File: src/table_ops_regs.svh
`ifndef TABLE_OPS_REGS_SVH
`define TABLE_OPS_REGS_SVH
`define TBL_OPC_HI 9
`define TBL_OPC_LO 5
`define TBL_OPC_VAL 5'h04
`define TBL_PAGE_HI 4
`define TBL_PAGE_LO 0
`define TBL_ROM_B_HI 7
`define TBL_ROM_B_LO 4
`define TBL_ROM_A_HI 3
`define TBL_ROM_A_LO 0
`define TBL_EXT_B_HI 7
`define TBL_EXT_A_LO 0
`define TBL_INPAGE_W 7
`define TBL_SPLIT_CODE 10'h000
`define TBL_PTR_CODE 10'h051
`define TBL_A_RESET 4'h0
`define TBL_B_RESET 4'h0
`endif

File: src/table_ops_pkg.sv
package table_ops_pkg;
  typedef enum logic [1:0] {ST_IDLE, ST_FETCH, ST_RETURN} tbl_state_e;
  typedef logic [3:0] nibble_t;
endpackage

File: src/table_read_transfer_ops.sv
`timescale 1ns/1ps
`default_nettype none
`include "table_ops_regs.svh"
module table_read_transfer_ops
  import table_ops_pkg::*;
#(
  parameter int PC_W = 12,
  parameter int SP_W = 3,
  parameter logic [9:0] SPLIT_CODE = `TBL_SPLIT_CODE,
  parameter logic [9:0] PTR_CODE = `TBL_PTR_CODE
) (
  input wire logic ref_clk_i,
  input wire logic resetn_i,
  input wire logic instr_valid_i,
  input wire logic [9:0] instr_i,
  input wire logic [7:0] ext_reg_i,
  input wire logic [2:0] table_pointer_register_i,
  input wire logic [3:0] acc_in_i,
  input wire logic [PC_W-1:0] pc_i,
  input wire logic [SP_W-1:0] stack_pointer_i,
  input wire logic [9:0] rom_data_i,
  output logic [3:0] acc_o,
  output logic [3:0] reg_b_o,
  output logic acc_we_o,
  output logic reg_b_we_o,
  output logic busy_o,
  output logic [PC_W-1:0] rom_addr_o,
  output logic rom_rd_o,
  output logic [SP_W-1:0] stack_pointer_o,
  output logic stack_pointer_we_o,
  output logic [SP_W-1:0] return_stack_addr_o,
  output logic [PC_W-1:0] return_stack_wdata_o,
  output logic return_stack_we_o,
  output logic [PC_W-1:0] pc_o,
  output logic pc_we_o
);
  localparam int PAGE_W = `TBL_PAGE_HI - `TBL_PAGE_LO + 1;
  localparam int INPAGE_W = PC_W - PAGE_W;

  // Refuse widths and codes that the decode and address paths cannot serve
  if (INPAGE_W != `TBL_INPAGE_W) begin : g_bad_pc_w
    $error("table_read_transfer_ops: PC_W must be the page bits plus the in-page bits");
  end
  if (SP_W < 1) begin : g_bad_sp_w
    $error("table_read_transfer_ops: SP_W must be at least one");
  end
  if (SPLIT_CODE == PTR_CODE) begin : g_same_codes
    $error("table_read_transfer_ops: split and pointer codes must differ");
  end
  if (SPLIT_CODE[`TBL_OPC_HI:`TBL_OPC_LO] == `TBL_OPC_VAL) begin : g_split_in_table
    $error("table_read_transfer_ops: split code falls inside the table read range");
  end
  if (PTR_CODE[`TBL_OPC_HI:`TBL_OPC_LO] == `TBL_OPC_VAL) begin : g_ptr_in_table
    $error("table_read_transfer_ops: pointer code falls inside the table read range");
  end

  tbl_state_e state;
  logic [PC_W-1:0] saved_pc;
  logic [SP_W-1:0] sp_up;
  logic [SP_W-1:0] sp_down;
  logic [PC_W-1:0] jump_addr;
  logic [3:0] rom_hi;
  logic [3:0] rom_lo;
  logic [3:0] ext_hi;
  logic [3:0] ext_lo;
  logic is_table;
  logic is_split;
  logic is_ptr;
  logic take_table;
  logic take_split;
  logic take_ptr;

  // Decode; only an idle sequencer takes a new instruction
  assign is_table = instr_valid_i && instr_i[`TBL_OPC_HI:`TBL_OPC_LO] == `TBL_OPC_VAL;
  assign is_split = instr_valid_i && instr_i == SPLIT_CODE;
  assign is_ptr = instr_valid_i && instr_i == PTR_CODE;
  assign take_table = state == ST_IDLE && is_table;
  assign take_split = state == ST_IDLE && !is_table && is_split;
  assign take_ptr = state == ST_IDLE && !is_table && !is_split && is_ptr;
  assign sp_up = stack_pointer_i + SP_W'(1);
  assign sp_down = stack_pointer_i - SP_W'(1);
  assign jump_addr = PC_W'({instr_i[`TBL_PAGE_HI:`TBL_PAGE_LO], table_pointer_register_i, acc_in_i});

  // Program memory word into B and A halves
  nibble_split u_rom_split (
    .word_i(rom_data_i[`TBL_ROM_B_HI:`TBL_ROM_A_LO]),
    .high_o(rom_hi),
    .low_o(rom_lo)
  );

  // Extension register into B and A halves
  nibble_split u_ext_split (
    .word_i(ext_reg_i[`TBL_EXT_B_HI:`TBL_EXT_A_LO]),
    .high_o(ext_hi),
    .low_o(ext_lo)
  );

  // Sequencer for the table read
  always_ff @(posedge ref_clk_i or negedge resetn_i) begin
    if (!resetn_i) begin
      state <= ST_IDLE;
      saved_pc <= '0;
    end else begin
      unique case (state)
        ST_IDLE: begin
          if (is_table) begin
            state <= ST_FETCH;
            saved_pc <= pc_i;
          end
        end
        ST_FETCH: state <= ST_RETURN;
        ST_RETURN: state <= ST_IDLE;
      endcase
    end
  end

  // Stack pointer: up on the push, back down on the return
  always_ff @(posedge ref_clk_i or negedge resetn_i) begin
    if (!resetn_i) begin
      stack_pointer_o <= '0;
      stack_pointer_we_o <= 1'b0;
    end else begin
      stack_pointer_we_o <= 1'b0;
      if (take_table) begin
        stack_pointer_o <= sp_up;
        stack_pointer_we_o <= 1'b1;
      end else if (state == ST_FETCH) begin
        stack_pointer_o <= sp_down;
        stack_pointer_we_o <= 1'b1;
      end
    end
  end

  // One stack level holds the address of the next instruction
  always_ff @(posedge ref_clk_i or negedge resetn_i) begin
    if (!resetn_i) begin
      return_stack_addr_o <= '0;
      return_stack_wdata_o <= '0;
      return_stack_we_o <= 1'b0;
    end else begin
      return_stack_we_o <= 1'b0;
      if (take_table) begin
        return_stack_addr_o <= sp_up;
        return_stack_wdata_o <= pc_i;
        return_stack_we_o <= 1'b1;
      end
    end
  end

  // Program counter: jump into the table, then restore
  always_ff @(posedge ref_clk_i or negedge resetn_i) begin
    if (!resetn_i) begin
      pc_o <= '0;
      pc_we_o <= 1'b0;
    end else begin
      pc_we_o <= 1'b0;
      if (take_table) begin
        pc_o <= jump_addr;
        pc_we_o <= 1'b1;
      end else if (state == ST_FETCH) begin
        pc_o <= saved_pc;
        pc_we_o <= 1'b1;
      end
    end
  end

  // Program memory read strobe and address
  always_ff @(posedge ref_clk_i or negedge resetn_i) begin
    if (!resetn_i) begin
      rom_addr_o <= '0;
      rom_rd_o <= 1'b0;
    end else begin
      rom_rd_o <= 1'b0;
      if (take_table) begin
        rom_addr_o <= jump_addr;
        rom_rd_o <= 1'b1;
      end
    end
  end

  // Busy covers the two cycles after a table read is taken
  always_ff @(posedge ref_clk_i or negedge resetn_i) begin
    if (!resetn_i) begin
      busy_o <= 1'b0;
    end else begin
      busy_o <= take_table || state == ST_FETCH;
    end
  end

  // Accumulator result
  always_ff @(posedge ref_clk_i or negedge resetn_i) begin
    if (!resetn_i) begin
      acc_o <= `TBL_A_RESET;
      acc_we_o <= 1'b0;
    end else begin
      acc_we_o <= 1'b0;
      if (state == ST_FETCH) begin
        acc_o <= rom_lo;
        acc_we_o <= 1'b1;
      end else if (take_split) begin
        acc_o <= ext_lo;
        acc_we_o <= 1'b1;
      end else if (take_ptr) begin
        acc_o <= {1'b0, table_pointer_register_i};
        acc_we_o <= 1'b1;
      end
    end
  end

  // Register B result; the pointer op leaves B alone
  always_ff @(posedge ref_clk_i or negedge resetn_i) begin
    if (!resetn_i) begin
      reg_b_o <= `TBL_B_RESET;
      reg_b_we_o <= 1'b0;
    end else begin
      reg_b_we_o <= 1'b0;
      if (state == ST_FETCH) begin
        reg_b_o <= rom_hi;
        reg_b_we_o <= 1'b1;
      end else if (take_split) begin
        reg_b_o <= ext_hi;
        reg_b_we_o <= 1'b1;
      end
    end
  end
endmodule
`default_nettype wire

File: src/nibble_split.sv
`timescale 1ns/1ps
`default_nettype none
module nibble_split (
  input wire logic [7:0] word_i,
  output logic [3:0] high_o,
  output logic [3:0] low_o
);
  assign high_o = word_i[7:4];
  assign low_o = word_i[3:0];
endmodule
`default_nettype wire

File: config.mk
export PLATFORM = sky130hd
export DESIGN_NAME = table_read_transfer_ops
export DESIGN_NICKNAME = d
export VERILOG_FILES = /design/src/table_ops_pkg.sv /design/src/table_read_transfer_ops.sv /design/src/nibble_split.sv
export VERILOG_INCLUDE_DIRS = /design/src
export SDC_FILE = /design/constraint.sdc
export NUM_CORES = 1
export LEC_CHECK = 0
export BUFFER_PORTS_ARGS = -buffer_cell sky130_fd_sc_hd__clkbuf_2
export CAP_MARGIN = 0
export CORE_MARGIN = 5
export CORE_UTILIZATION = 39
export CTS_BUF_LIST = sky130_fd_sc_hd__clkbuf_16
export CTS_CLUSTER_DIAMETER = 60
export CTS_CLUSTER_SIZE = 40
export DETAILED_ROUTE_END_ITERATION = 8
export GPL_ROUTABILITY_DRIVEN = 0
export MAX_ROUTING_LAYER = met4
export PLACE_DENSITY = 0.78
export SLEW_MARGIN = 25
export SYNTH_ARGS = -nofsm -noshare
export SYNTH_HDL_FRONTEND = slang
export SYNTH_SLANG_ARGS = --single-unit
File: constraint.sdc
create_clock -name ref_clk_i -period 1.5 [get_ports ref_clk_i]
set_input_delay 0.3 -clock ref_clk_i [delete_from_list [all_inputs] [get_ports ref_clk_i]]
set_output_delay 0.3 -clock ref_clk_i [all_outputs]
set_load 0.01 [all_outputs]
==> qor.txt <==
worst slew pin tran -> 0.331 ns
CP max FO -> 5
outcome -> finished with violations
core area -> 5990 um^2
initial antenna violation count -> 0
Port Buf Inserts -> 107
CP Launch Type -> flip-flop
flop-to-flop setup slack -> -0.07 ns
routed wire length per instance -> 14.6 um
Unique masters post-synth -> 31
1st-iter DRT viols -> 52
design area -> 3540 um^2
Residual DRC -> 0
RSZ-0062 raised after global routing -> true
CP delay by family, top -> flip-flops
max-slew violations -> 0
1st-pass router iterations -> 4
Max Clock Skew -> 0.00491 ns
I/O pin total -> 110
H-tree lvl count -> 2
Hold Worst Slack -> 0.00467 ns
Largest stage delay, worst path -> 0.36 ns
CTS max path bufs -> 2
post-placement cell count -> 415
Clock Power Share -> 19.9%
Num CTS Buffers -> 5
CP cell instances -> inv_2 > ha_4 > nor2b_4 > and3_4 > a21oi_4 > mux2_4
largest net degree at the start of global routing -> 57
commonest non-fill, non-tap cells in the layout -> 107 x clkbuf_2, 78 x nand2_1, 56 x dfrtp_1
most common cell after layout, fill and taps aside -> clkbuf_2
sequential-to-total area share from yosys stat -> 57.7%
Die ar. -> 7910 um^2
std cell rows -> 28
failing checks -> setup timing
Pint -> 4.39 mW
Setup-failing EPs final -> 8
Synth Register Bits -> 56
final setup margin -> -0.0682 ns
Critical Path AT -> 1.74 ns
Synth Cell Area -> 2430 um^2
crit end category -> flip-flop
Worst Path Buf+Inv -> 1
Yosys warning count -> 0
non-filler cells, final -> 433
Die Y -> 88.9 um
cell count after synthesis -> 234
kind of critical path -> reg -> reg
dpl ws -> -0.150 ns
Worst EP required -> 1.67 ns
clk_lat worst skew -> 0.28 ns
DRT antenna net count -> 0
DP Area -> 3150 um^2
Vias/cell -> 4.90
total power -> 6.51 mW
Levels on crit path -> 6
Synthesized Nets -> 291
syn_area_per_cell -> 10.4 um^2
FF-to-FF Start -> state[1]$_DFFE_PN0P_
TritonCTS clock tree -> yes
hold-fix buffers at CTS -> 0
final number of hold-violating endpoints -> 0
vias in the first global route -> 2138
fmax -> 638 MHz
detailed-route via count -> 2122
final WL -> 6340 um
Flop pwr share -> 35.3%
TNS Setup -> -0.300 ns
Hold Path Class -> in -> async
Die W -> 88.9 um
P&R area growth vs syn -> 45.9%
first-pass GRT wire length -> 9990 um
CP Launch Point -> state[1]$_DFFE_PN0P_
post-DP HPWL -> 4680 um
layout cells sized above 1 -> 45.3%
part of the power in combinational logic -> 44.8%
VDD IR max -> 0.993 mV
root buffer cell -> clkbuf_16
initial core utilization -> 40.6%
path depth of the worst reg2reg path -> 6
nets@finish -> 414
relative slew slack -> 77.8%
R2R Path End -> reg_b_o[3]$_DFFE_PN0P_
total of max-cap violations -> 0
period utilization -> 105%
minimum clock period after layout -> 1.57 ns
LEAKAGE -> 2.00 nW
GR Overflow Total -> 0
Num Clock Sinks -> 56
Pwr Density -> 1840 nW/um^2
Sw Ratio -> 32.5%
Inserted Diodes -> 0
CP max-delay cell -> dfrtp_1
GRT Total Usage -> 16.8%
fin util -> 59.2%
Worst-path clk slew -> 0.07 ns
switching power -> 2.12 mW
==> power by group through the flow <==
stage | Clock (mW) | Combinational [mW] | Sequential, mW
2_1_floorplan | 0 | 1.13 | 2.50
3_3_place_gp | 0 | 2.20 | 2.29
3_5_place_dp | 0 | 2.29 | 2.32
4_1_cts | 1.33 | 2.74 | 2.30
5_1_grt | 1.41 | 3.16 | 2.36
6_report | 1.30 | 2.92 | 2.30
==> worst register-to-register path, stage by stage (launching register included) <==
cell     delay, ns
dfrtp_1       0.36
inv_2         0.06
ha_4          0.16
nor2b_4       0.12
and3_4        0.19
a21oi_4       0.23
mux2_4        0.33
==> timing repair <==
action / CTS / global route
pin swaps: 5 / 4
buffers inserted: 8 / 1
endpoints found under the setup margin: 14 / 21
gates resized for setup: 13 / 16
gates cloned: 1 / 1
==> how the worst max path moves through the flow <==
stage	endpoint
floorplan	reg_b_o[2]$_DFFE_PN0P_
finish	reg_b_o[3]$_DFFE_PN0P_
detailed placement	acc_o[0]$_DFFE_PN0P_
global route	reg_b_o[3]$_DFFE_PN0P_
global placement	acc_o[0]$_DFFE_PN0P_
CTS	reg_b_o[3]$_DFFE_PN0P_
==> state kept, by name, indices dropped and copies added, names as in the netlist <==
signal and cells:
return_stack_addr_o 3, reg_b_we_o 1, rom_rd_o 1, stack_pointer_o 3, pc_o 12, acc_we_o 1, acc_o 4, busy_o 1
saved_pc 12, rom_addr_o 12, state 2, reg_b_o 4
==> kinds of logic after synthesis <==
| group | after synthesis | share of synthesized area [%] |
|---|---|---|
| simple gates | 96 | 17.3 |
| flops | 56 | 57.7 |
| compound gates | 28 | 7.31 |
| buf+inv | 25 | 5.05 |
| mux | 23 | 9.94 |
| fa+ha+maj | 4 | 2.06 |
| xor+xnor | 2 | 0.721 |
==> cell type report <==
cell class,count,area [um^2]
Clock buffer,5,125
Sequential cell,56,1400
Tap cell,75,93.8
Timing Repair Buffer,129,836
Inverter,12,45.0
Multi-Input combinational cell,153,1000
Fill cell,526,2450
Clock inverter,3,42.5
==> Yosys cell counts <==
master | number | area [um^2]
and2_1 | 1 | 6.26
a221o_1 | 4 | 40.0
clkbuf_1 | 3 | 11.3
inv_1 | 11 | 41.3
buf_4 | 4 | 30.0
nand3b_1 | 1 | 7.51
a21oi_2 | 2 | 17.5
mux2i_1 | 14 | 140
o31ai_1 | 3 | 22.5
nand2b_1 | 1 | 6.26
mux2_2 | 5 | 56.3
nand2_1 | 79 | 297
inv_2 | 1 | 3.75
xor2_1 | 1 | 8.76
nor2b_1 | 1 | 6.26
o21ai_0 | 15 | 75.1
nor2_1 | 4 | 15.0
a21o_1 | 1 | 7.51
nor3_1 | 3 | 15.0
a21oi_1 | 3 | 15.0
mux2_1 | 4 | 45.0
nand4_1 | 1 | 6.26
ha_1 | 4 | 50.1
dfrtp_1 | 56 | 1400
and3b_1 | 1 | 8.76
buf_2 | 5 | 25.0
and3_1 | 2 | 12.5
buf_6 | 1 | 11.3
nor4b_4 | 1 | 23.8
nand4b_2 | 1 | 15.0
xnor2_1 | 1 | 8.76
==> routing by layer <==
| layer | track usage (%) | vias up | share of wire [%] |
|---|---|---|---|
| met5 | - | - | 0 |
| met4 | 4.87 | 0 | 0.60 |
| met3 | 2.67 | 4 | 7.1 |
| met2 | 28.2 | 77 | 51 |
| met1 | 21.1 | 1033 | 42 |
| li1 | - | 1008 | - |
(Power assumes the default switching activity.)
